File: src/verilog/saspe_pkg.sv
// Constants shared by the stack and stack-pointer load sequencer.
// Assumes one clock; all timing is counted in clock states of that clock.
package saspe_pkg;

   // Opcode bytes
   localparam logic [7:0] SASPE_PFX_X      = 8'h00_DD;
   localparam logic [7:0] SASPE_PFX_Y      = 8'h00_FD;
   localparam logic [7:0] SASPE_OP_LDSP    = 8'h00_F9;
   localparam logic [7:0] SASPE_OP_STABS   = 8'h00_22;
   localparam logic [7:0] SASPE_PUSH_MASK  = 8'h00_CF;
   localparam logic [7:0] SASPE_PUSH_PAT   = 8'h00_C5;
   localparam logic [7:0] SASPE_POP_PAT    = 8'h00_C1;
   localparam int         SASPE_QQ_LSB     = 4;

   // Register file slots; push_pair_select maps onto the first four
   localparam logic [2:0] SASPE_SEL_COUNT  = 3'h0;
   localparam logic [2:0] SASPE_SEL_SECOND = 3'h1;
   localparam logic [2:0] SASPE_SEL_PTR    = 3'h2;
   localparam logic [2:0] SASPE_SEL_ACCF   = 3'h3;
   localparam logic [2:0] SASPE_SEL_IDX_X  = 3'h4;
   localparam logic [2:0] SASPE_SEL_IDX_Y  = 3'h5;
   localparam int         SASPE_NUM_REGS   = 6;

   // Clock states per machine cycle
   localparam logic [2:0] SASPE_T_FETCH    = 3'h4;
   localparam logic [2:0] SASPE_T_FETCH_PU = 3'h5;
   localparam logic [2:0] SASPE_T_FETCH_SP = 3'h6;
   localparam logic [2:0] SASPE_T_MEM      = 3'h3;
   // State index at which read data is taken
   localparam logic [2:0] SASPE_T_SAMPLE   = 3'h1;

   localparam logic [15:0] SASPE_ONE       = 16'h0001;
   localparam logic [15:0] SASPE_RST_WORD  = 16'h0000;

   typedef enum logic [1:0] {
      saspe_pfx_none,
      saspe_pfx_x,
      saspe_pfx_y
   } saspe_pfx_t;

   typedef enum logic [2:0] {
      saspe_ph_fetch,
      saspe_ph_rd_lo,
      saspe_ph_rd_hi,
      saspe_ph_push_hi,
      saspe_ph_push_lo,
      saspe_ph_st_lo,
      saspe_ph_st_hi
   } saspe_phase_t;

   typedef enum logic [1:0] {
      saspe_op_other,
      saspe_op_ldsp,
      saspe_op_push,
      saspe_op_pop
   } saspe_opk_t;

endpackage

File: src/verilog/saspe_exec.sv
// Sequencer for the index store, stack pointer loads, pushes and pops.
// Assumes memory on the same clock that presents read data at state index 1
// of every read cycle and takes write data while mem_wr is high.
`timescale 1ns/10ps
// Summary of operation
// - Prefix FD then 22 and two address bytes stores index_reg_y low at imm_addr, high at +1.
// - That store takes six machine cycles of 4, 4, 3, 3, 3 and 3 states.
// - The first operand byte after the opcodes is the low byte of imm_addr, the next the high.
// - F9 copies pointer_pair into stack_pointer in one machine cycle of 6 states.
// - DD then F9 copies index_reg_x into stack_pointer in cycles of 4 and 6 states.
// - FD then F9 copies index_reg_y into stack_pointer with the same timing.
// - Push 11qq0101 picks count, second, pointer or accum_flags pair by push_pair_select.
// - A pair push decrements, writes the high byte, decrements, writes low; 5, 3, 3 states.
// - DD then E5 pushes index_reg_x high byte first in cycles of 4, 5, 3 and 3 states.
// - FD then E5 pushes index_reg_y with the same order and timing.
// - Pop 11qq0001 reads low at stack_pointer, increments, reads high, increments again.
// - DD then E1 pops index_reg_x low then high in cycles of 4, 4, 3 and 3 states.
// - Popping index_reg_y uses the same order, double increment and 14 states.
// - stack_pointer is a 16-bit register holding the address of the top stack byte.
// - None of these operations alters a condition flag beyond a popped value.
module saspe_exec
   import saspe_pkg::*;
(
   input  wire logic        mclk,
   input  wire logic        srst,
   output logic [15:0]      mem_addr,
   output logic [7:0]       mem_wdata,
   input  wire logic [7:0]  mem_rdata,
   output logic             mem_rd,
   output logic             mem_wr,
   output logic             fetch_cycle,
   output logic             instr_done,
   output logic             unsupported_op,
   output logic [15:0]      stack_pointer,
   output logic [15:0]      program_counter,
   input  wire logic        seed_en,
   input  wire logic [2:0]  seed_sel,
   input  wire logic [15:0] seed_data,
   input  wire logic [2:0]  view_sel,
   output logic [15:0]      view_data
);

   saspe_phase_t phase;
   saspe_pfx_t   prefix;
   logic [2:0]   tstate;
   logic [7:0]   opcode;
   logic [7:0]   data_lo;
   logic [15:0]  imm_addr;

   function automatic logic [15:0] step16(input logic [15:0] v, input logic up);
      step16 = up ? v + SASPE_ONE : v - SASPE_ONE;
   endfunction

   // Opcode decode
   wire        is_pfx_x   = (opcode == SASPE_PFX_X);
   wire        is_pfx_y   = (opcode == SASPE_PFX_Y);
   wire        is_push    = ((opcode & SASPE_PUSH_MASK) == SASPE_PUSH_PAT);
   wire        is_pop     = ((opcode & SASPE_PUSH_MASK) == SASPE_POP_PAT);
   wire        is_ldsp    = (opcode == SASPE_OP_LDSP);
   wire        is_store   = (opcode == SASPE_OP_STABS) && (prefix != saspe_pfx_none);
   wire [1:0]  pair_field = opcode[SASPE_QQ_LSB +: 2];

   // Prefixed forms reuse the pair-10 slot for the index register
   wire [2:0]  sel_index  = (prefix == saspe_pfx_y) ? SASPE_SEL_IDX_Y : SASPE_SEL_IDX_X;
   wire [2:0]  operand_sel =
      (prefix != saspe_pfx_none)   ? sel_index :
      is_ldsp                      ? SASPE_SEL_PTR :
                                     {1'b0, pair_field};

   // Machine cycle length; opcode is valid from state 2 onward
   wire [2:0]  fetch_len  = is_ldsp ? SASPE_T_FETCH_SP :
                            is_push ? SASPE_T_FETCH_PU :
                                      SASPE_T_FETCH;
   wire [2:0]  cycle_len  = (phase == saspe_ph_fetch) ? fetch_len : SASPE_T_MEM;
   wire        cycle_end  = (tstate == cycle_len - 3'h1);
   wire        sample     = (tstate == SASPE_T_SAMPLE);

   wire        phase_rd   = (phase == saspe_ph_fetch) || (phase == saspe_ph_rd_lo) ||
                            (phase == saspe_ph_rd_hi);
   wire        operand_rd = is_store && ((phase == saspe_ph_rd_lo) ||
                                         (phase == saspe_ph_rd_hi));

   logic [15:0] operand_word;
   logic [7:0]  mem_rdata_q;
   wire  [15:0] imm_next = step16(imm_addr, 1'b1);

   // Writes into the register file: pop completion, else the seed port
   wire        pop_write  = (phase == saspe_ph_rd_hi) && !is_store && cycle_end;
   wire        rf_wr_en   = pop_write || seed_en;
   wire [2:0]  rf_wr_sel  = pop_write ? operand_sel : seed_sel;
   // Flags live only in accum_flags_pair; nothing here computes them
   wire [15:0] rf_wr_data = pop_write ? {mem_rdata_q, data_lo} : seed_data;


   saspe_regfile #(
      .WIDTH (16),
      .DEPTH (SASPE_NUM_REGS)
   ) u_regs (
      .mclk     (mclk),
      .srst     (srst),
      .wr_en    (rf_wr_en),
      .wr_sel   (rf_wr_sel),
      .wr_data  (rf_wr_data),
      .rd_sel   (operand_sel),
      .rd_data  (operand_word),
      .dbg_sel  (view_sel),
      .dbg_data (view_data)
   );

   // Bus drive decoded from state registers only
   always_comb begin
      mem_addr  = program_counter;
      mem_wdata = operand_word[7:0];
      unique case (phase)
         saspe_ph_fetch:   mem_addr = program_counter;
         saspe_ph_rd_lo,
         saspe_ph_rd_hi:   mem_addr = is_store ? program_counter : stack_pointer;
         saspe_ph_push_hi: begin
            mem_addr  = stack_pointer;
            mem_wdata = operand_word[15:8];
         end
         saspe_ph_push_lo: mem_addr = stack_pointer;
         saspe_ph_st_lo:   mem_addr = imm_addr;
         saspe_ph_st_hi: begin
            mem_addr  = imm_next;
            mem_wdata = operand_word[15:8];
         end
      endcase
   end

   assign mem_rd      = phase_rd;
   assign mem_wr      = !phase_rd;
   assign fetch_cycle = (phase == saspe_ph_fetch);

   // Clock state counter
   always_ff @(posedge mclk) begin
      if (srst || cycle_end) begin
         tstate <= '0;
      end else begin
         tstate <= tstate + 3'h1;
      end
   end

   // Read data capture at the sample state
   always_ff @(posedge mclk) begin
      if (srst) begin
         opcode      <= '0;
         mem_rdata_q <= '0;
      end else if (sample && phase_rd) begin
         if (phase == saspe_ph_fetch) begin
            opcode <= mem_rdata;
         end
         mem_rdata_q <= mem_rdata;
      end
   end

   // Program counter steps past each opcode and operand byte
   always_ff @(posedge mclk) begin
      if (srst) begin
         program_counter <= SASPE_RST_WORD;
      end else if (cycle_end && ((phase == saspe_ph_fetch) || operand_rd)) begin
         program_counter <= step16(program_counter, 1'b1);
      end
   end

   // Operand bytes: first low, second high
   always_ff @(posedge mclk) begin
      if (srst) begin
         data_lo  <= '0;
         imm_addr <= SASPE_RST_WORD;
      end else if (cycle_end && (phase == saspe_ph_rd_lo)) begin
         data_lo <= mem_rdata_q;
      end else if (cycle_end && (phase == saspe_ph_rd_hi) && is_store) begin
         imm_addr <= {mem_rdata_q, data_lo};
      end
   end

   // Stack pointer: 16 bits, moved only by this sequencer
   always_ff @(posedge mclk) begin
      if (srst) begin
         stack_pointer <= SASPE_RST_WORD;
      end else if (cycle_end) begin
         unique case (phase)
            saspe_ph_fetch: begin
               if (is_ldsp) begin
                  stack_pointer <= operand_word;
               end else if (is_push) begin
                  stack_pointer <= step16(stack_pointer, 1'b0);
               end
            end
            saspe_ph_push_hi: stack_pointer <= step16(stack_pointer, 1'b0);
            saspe_ph_rd_lo,
            saspe_ph_rd_hi: begin
               if (!is_store) begin
                  stack_pointer <= step16(stack_pointer, 1'b1);
               end
            end
            default: stack_pointer <= stack_pointer;
         endcase
      end
   end

   // Instruction sequencing
   always_ff @(posedge mclk) begin
      if (srst) begin
         phase          <= saspe_ph_fetch;
         prefix         <= saspe_pfx_none;
         instr_done     <= 1'b0;
         unsupported_op <= 1'b0;
      end else begin
         instr_done     <= 1'b0;
         unsupported_op <= 1'b0;
         if (cycle_end) begin
            unique case (phase)
               saspe_ph_fetch: begin
                  if (is_pfx_x || is_pfx_y) begin
                     // A second prefix replaces the first
                     prefix <= is_pfx_y ? saspe_pfx_y : saspe_pfx_x;
                  end else if (is_push) begin
                     phase <= saspe_ph_push_hi;
                  end else if (is_pop || is_store) begin
                     phase <= saspe_ph_rd_lo;
                  end else begin
                     prefix         <= saspe_pfx_none;
                     instr_done     <= 1'b1;
                     unsupported_op <= !is_ldsp;
                  end
               end
               saspe_ph_rd_lo:   phase <= saspe_ph_rd_hi;
               saspe_ph_rd_hi: begin
                  if (is_store) begin
                     phase <= saspe_ph_st_lo;
                  end else begin
                     phase      <= saspe_ph_fetch;
                     prefix     <= saspe_pfx_none;
                     instr_done <= 1'b1;
                  end
               end
               saspe_ph_push_hi: phase <= saspe_ph_push_lo;
               saspe_ph_st_lo:   phase <= saspe_ph_st_hi;
               saspe_ph_push_lo,
               saspe_ph_st_hi: begin
                  phase      <= saspe_ph_fetch;
                  prefix     <= saspe_pfx_none;
                  instr_done <= 1'b1;
               end
            endcase
         end
      end
   end

endmodule // saspe_exec

File: src/verilog/saspe_regfile.sv
// Register pairs of the CPU slice: six 16-bit words, one write port,
// two read ports whose data come out of registers (one cycle latency).
// Assumes the caller keeps the read selects stable while it needs data.
`timescale 1ns/10ps
module saspe_regfile
   import saspe_pkg::*;
#(
   parameter int WIDTH = 16,
   parameter int DEPTH = SASPE_NUM_REGS
) (
   input  wire logic             mclk,
   input  wire logic             srst,
   input  wire logic             wr_en,
   input  wire logic [2:0]       wr_sel,
   input  wire logic [WIDTH-1:0] wr_data,
   input  wire logic [2:0]       rd_sel,
   output logic      [WIDTH-1:0] rd_data,
   input  wire logic [2:0]       dbg_sel,
   output logic      [WIDTH-1:0] dbg_data
);

   logic [WIDTH-1:0] mem [DEPTH];

   always_ff @(posedge mclk) begin
      if (srst) begin
         for (int i = 0; i < DEPTH; i++) begin
            mem[i] <= '0;
         end
      end else if (wr_en && (int'(wr_sel) < DEPTH)) begin
         mem[wr_sel] <= wr_data;
      end
   end

   always_ff @(posedge mclk) begin
      if (srst) begin
         rd_data  <= '0;
         dbg_data <= '0;
      end else begin
         rd_data  <= (int'(rd_sel) < DEPTH) ? mem[rd_sel] : '0;
         dbg_data <= (int'(dbg_sel) < DEPTH) ? mem[dbg_sel] : '0;
      end
   end

endmodule // saspe_regfile
File: config.mk
export PLATFORM = sky130hd
export DESIGN_NAME = saspe_exec
export DESIGN_NICKNAME = d
export VERILOG_FILES = /design/src/verilog/saspe_pkg.sv /design/src/verilog/saspe_exec.sv /design/src/verilog/saspe_regfile.sv
export SDC_FILE = /design/constraint.sdc
export NUM_CORES = 1
export LEC_CHECK = 0
export ABC_AREA = 1
export BUFFER_PORTS_ARGS = -buffer_cell sky130_fd_sc_hd__buf_2
export CORE_UTILIZATION = 39
export DETAILED_ROUTE_END_ITERATION = 8
export SLEW_MARGIN = 20
export SYNTH_ARGS = -nofsm -noshare
export SYNTH_HDL_FRONTEND = slang
export SYNTH_SLANG_ARGS = --single-unit
File: constraint.sdc
create_clock -name mclk -period 4.2 [get_ports mclk]
set_input_delay 0.42 -clock mclk [delete_from_list [all_inputs] [get_ports mclk]]
set_output_delay 0.42 -clock mclk [all_outputs]
set_load 0.02 [all_outputs]
; ---- Word-level counts from Yosys, hierarchy flattened
; Memories as Yosys holds them, arrays and structs flattened. A register that Yosys moved wholly into a read port is not among the register bits.
; Index checks and enable logic that the tools add are counted.
; Widths: inputs -> output; s select.
[word_totals]
word_cells = 126
output_inout_bits = 77
mem_count = 1
mem_bits_rw = 96
reg_bits = 82
[op_classes]
n_reduce_logical = 39
eq_ne = 22
mux = 39
bitwise = 5
add_sub_neg = 6
n_lt_le_gt_ge = 3
[memory_table]
columns = memory, words, word_bits, read_ports, rd_ports_with_merged_regs, wr, line
row1 = u_regs.mem, 6, 16, 2, 2, 6, saspe_regfile.sv:22  ; logic [WIDTH-1:0] mem [DEPTH];
[ops]
columns = op, n
row1 = $mux 16, 6
row2 = $pmux 16 s5, 1
row3 = $add 16x1->16 const B, 3
row4 = $pmux 16 s3, 1
row5 = $eq 8x8->1 const B, 3
row6 = $mux 3, 8
row7 = $pmux 3 s6, 1
row8 = $reduce_or 16->1, 1
row9 = $sub 16x1->16 const B, 1
row10 = $mux 2, 7
row11 = $reduce_or 2->1, 7
row12 = $eq 6x6->1 const B, 2
row13 = $mux 1, 12
row14 = $logic_and 1x1->1, 10
row15 = $eq 3x3->1 const B, 3
row16 = $lt 3x3->1 const B, 3
row17 = $eq 8x6->1 const B, 1
row18 = $logic_or 1x1->1, 8
row19 = $mux 8, 1
row20 = $eq 3x1->1 const B, 2
row21 = $eq 3x2->1 const B, 2
row22 = $ne 2x2->1 const B, 3
row23 = $ne 3x1->1 const B, 2
row24 = $pmux 2 s3, 1
row25 = 17 further kinds, 25

; ---- Logic depth before layout (Yosys ltp)
[logic_depth]
ltp_word = 15
mapped_depth = 21
depth_no_buf = 19

; ---- Modules after synthesis
; Synthesis repeated with hierarchy kept, for this count alone.
[unflattened]
cells_unflattened = 2075
area_unflattened_um2 = 14132.3
[modules_own_cells]
columns = module, seq_area_each_um2, area_per_inst_um2, instances, cells_each
row1 = saspe_regfile, 4484.3, 8081.5, 1, 1030
row2 = saspe_exec, 1641.6, 6050.8, 1, 1045

; ---- Least setup slack after synthesis
; Ideal clock, no wire load.
[synth_timing]
kind = register -> register
start = reg opcode[0]
end = mem u_regs.mem[1][0] (enable)
path_slack_ns = 1.026
setup_ns = 0.372
path_buffers = 3
arrival_time_ns = 2.802
required_ns = 3.828
stages_incl_launch_ff = 19
path_cell_list = dfxtp_1 > inv_1 > nor2_1 > nand4_1 > inv_1 > nor2_1 > ha_1 > xor2_1 > o21ai_1 > nor2_2 > nand4_2 > buf_6 > nand2_1 > nand3_1 > nand2_1 > buf_6 > nand3_4 > buf_6 > nand2_1
[synth_rtl]
columns = item, line
row1 = start: declaration, saspe_exec.sv:46  ; logic [7:0] opcode;
row2 = start signal: assignment, saspe_exec.sv:151  ; opcode <= mem_rdata;
row3 = end: declaration, saspe_regfile.sv:22

==> impl_metrics.json <==
{
  "drc": 0,
  "drive_gt1_share_pct": 12.4,
  "slowest_delay_ns": 0.60,
  "ant_nets": 0,
  "worstSetupPathType": "reg2reg",
  "viasPerCell": 5.41,
  "yosys_warnings": 0,
  "switchingPower_mw": 1.58,
  "rsz0062_at_grt": "no",
  "die_area_um2": 33000,
  "path_max_fanout": 17,
  "ff2ff_path_depth": 15,
  "fmax_mhz": 266,
  "yosysMostFrequentCell": "nor2_1",
  "fin_crit_sh_pct": 89.6,
  "start_kind": "register",
  "seqCellArea_um2": 6130,
  "yosysTopAreaCellShare_pct": 30.5,
  "setup_viol": 0,
  "power_leakage_nw": 6.02,
  "finalClockSkew_ns": 0.0127,
  "die_y_um": 182,
  "dp_slack_ns": 0.492,
  "path_cells": "inv_2 > nand2_4 > inv_4 > nand2_2 > inv_1 > ha_1 > xor2_1 > o21ai_1 > nor2_2 > nand4_2 > nand2_1 > nand3_2 > nor2_4 > nand2_4 > nand2_1",
  "crit_path_end": "u_regs.mem[0][10]$_SDFFCE_PN0P_",
  "cp_slowest_cell": "nand2_1",
  "port_buffers": 109,
  "critPathLaunch": "phase[2]$_SDFFE_PP0P_",
  "multi_input_area_um2": 5630,
  "syn_area_per_cell_um2": 7.88,
  "power.internal_mw": 4.49,
  "power_per_cell_area_nw_per_um2": 417,
  "synth_common_cells": "nor2_1 (312), nand2_1 (216), o21ai_0 (183)",
  "clock_sinks": 242,
  "wire_per_inst_um": 18.2,
  "grt_usage_pct": 23.3,
  "drtIter0Drc": 997,
  "synth_cell_types": 50,
  "netlist_area_um2": 12600,
  "synth-async-reset-ratio_pct": 0,
  "synth-seq-area-share_pct": 48.7,
  "coreArea_um2": 31600,
  "hold_violations": 0,
  "clock_latency_ns": 0.55,
  "pwr-share-comb_pct": 12.3,
  "hold_buffers": 0,
  "numCtsBuffers": 28,
  "grt_max_degree": 82,
  "antennaDiodeCount": 0,
  "cts_buffer_depth": 3,
  "power_frac_clock_pct": 43.2,
  "std_cell_rows": 65,
  "final_nets": 1744,
  "place.gp.congestion": 0.951,
  "grt_pass1_wl_um": 60500,
  "cts_tree": "done",
  "ys.flop_type": "edfxtp_1",
  "hp-class": "in2reg",
  "postCtsSetupBuffers": 0,
  "flow.area_growth_from_synthesis_pct": 15.5,
  "layout_setup_ws_ns": 0.439,
  "synthCells": 1597,
  "pwr-share-seq_pct": 44.4,
  "place_hpwl_um": 27600,
  "start_util_pct": 39.8,
  "tns_ns": 0,
  "die_x_um": 182,
  "r2r_start": "phase[2]$_SDFFE_PP0P_",
  "clkTransAtPathRegs_ns": 0.06,
  "grt_pass1_vias": 10875,
  "yosys.area.top_type": "edfxtp_1",
  "r2r_slack_ns": 0.44,
  "swShare_pct": 26.0,
  "antenna_found_initial": 2,
  "synth_area_leaders": "edfxtp_1 (31%), dfxtp_1 (18%), nor2_1 (9.3%)",
  "num_vias": 11516,
  "synth_edf_count": 128,
  "endpoint_kind": "register",
  "nFillCells": 3151,
  "dr.pass1.iters": 5,
  "cap_violations": 0,
  "layout_min_cycle_time_ns": 3.76,
  "tightest_slew_ns": 1.08,
  "root_buffer": "clkbuf_16",
  "peakVddDrop_uv": 355,
  "critical_path_arrival_ns": 3.94,
  "status": "completed",
  "wl_um": 38700,
  "ys_ff_latch": 242,
  "slew_viol_final": 0,
  "htree_levels": 1,
  "grt_overflow": 0,
  "pin_count": 110,
  "cts_resized": 0,
  "required_ns": 4.37,
  "r2r_end": "u_regs.mem[0][10]$_SDFFCE_PN0P_",
  "slew_headroom_pct": 28.3
}
power groups by stage:
stage | clock network (mW) | registers [mW] | logic [mW]
after floorplan | 0 | 2.73 | 0.494
after global placement | 0 | 2.74 | 0.738
after detailed placement | 0 | 2.74 | 0.741
after CTS | 2.67 | 2.69 | 0.744
after global routing | 2.77 | 2.71 | 0.833
final | 2.62 | 2.69 | 0.749
stage by stage:
step	utilization, %	cells	hold WS, ns	instance area, um^2	power (mW)
2_1_floorplan	-	1628	0.444	12700	3.22
3_3_place_gp	42.8	2076	0.462	13500	3.48
3_5_place_dp	42.8	2076	0.464	13500	3.48
4_1_cts	46.0	2128	0.105	14500	6.11
5_1_grt	46.0	2128	0.127	14500	6.31
6_report	46.0	2128	0.120	14500	6.07
layout by cell type, fill, tap and decap left out, types with 5 or more instances in the layout:
cell | Yosys | layout
clkbuf_1 | 58 | 8
buf_2 | 13 | 109
clkinv_1 | 3 | 5
mux2_2 | 5 | 5
o2111ai_1 | 6 | 6
o32ai_1 | 12 | 12
nor4_1 | 6 | 6
nand2_2 | 4 | 5
clkbuf_16 | 0 | 29
bufinv_16 | 0 | 6
o21ai_0 | 183 | 183
inv_1 | 145 | 143
o221ai_1 | 10 | 10
o211ai_1 | 36 | 36
nand4_1 | 11 | 11
edfxtp_1 | 128 | 128
ha_1 | 7 | 7
dfxtp_1 | 114 | 114
xor2_1 | 16 | 16
a21oi_1 | 98 | 98
nand2_1 | 216 | 215
a31oi_1 | 19 | 19
buf_4 | 1 | 22
nor2_2 | 5 | 5
conb_1 | 1 | 32
nand3_1 | 101 | 101
nor2_1 | 312 | 312
nor3_1 | 28 | 28
logic make-up (layout without fill, tap and decap cells):
logic type	after synthesis	after routing	share of synthesized area [%]
AOI/OAI and AO/OA	381	381	17.3
xor gates and xnor gates	20	20	1.39
adders and majority gates	7	7	0.696
buffers and inverters	238	336	7.59
DFF	242	242	48.7
muxes	5	5	0.447
other	1	32	0.0298
and+or+nand+nor	703	703	23.9
area by class of cell:
class	instances	share of cell area (%)
clock buffers	39	5.34
clock inverters	13	1.51
inverters	153	3.98
multi-input cells	1148	38.7
flip-flops and latches	242	42.1
well taps	402	3.46
repair buffers	131	4.89
sequential cells by signal, summed over array words and instances, names as in the netlist, 3 cells and up:
signal           count
data_lo              8
imm_addr            16
mem_rdata_q          8
opcode               8
phase                3
program_counter     16
stack_pointer       16
tstate               3
u_regs.dbg_data     16
u_regs.mem         128
u_regs.rd_data      16
critical path, delay by kind of cell, from the launching register on:
| family | cells | cell delay [ns] |
|---|---|---|
| compound gates | 1 | 0.11 |
| xor+xnor | 1 | 0.22 |
| flops | 1 | 0.46 |
| buf+inv | 3 | 0.29 |
| fa+ha+maj | 1 | 0.31 |
| simple gates | 9 | 1.99 |
how the worst min path moves through the flow:
stage                     cells after the start                   start  slack [ns]                     end
final                                         3            mem_rdata[1]        0.12  opcode[1]$_SDFFE_PP0P_
after global routing                          3            mem_rdata[6]        0.13  opcode[6]$_SDFFE_PP0P_
after floorplan                               2  prefix[1]$_SDFFE_PP0P_        0.44  prefix[1]$_SDFFE_PP0P_
after global placement                        2  prefix[1]$_SDFFE_PP0P_        0.46  prefix[1]$_SDFFE_PP0P_
after CTS                                     3            mem_rdata[1]        0.10  opcode[1]$_SDFFE_PP0P_
after detailed placement                      2  prefix[1]$_SDFFE_PP0P_        0.46  prefix[1]$_SDFFE_PP0P_
per-layer routing:
metal	track usage (%)	share of wire [%]	up-vias
met1	30.9	44	5437
met2	38.7	47	386
met3	3.25	5.8	75
met4	8.51	3.3	0
li1	-	-	5618
met5	0	0	-
Power figures use the tool's default switching activity.
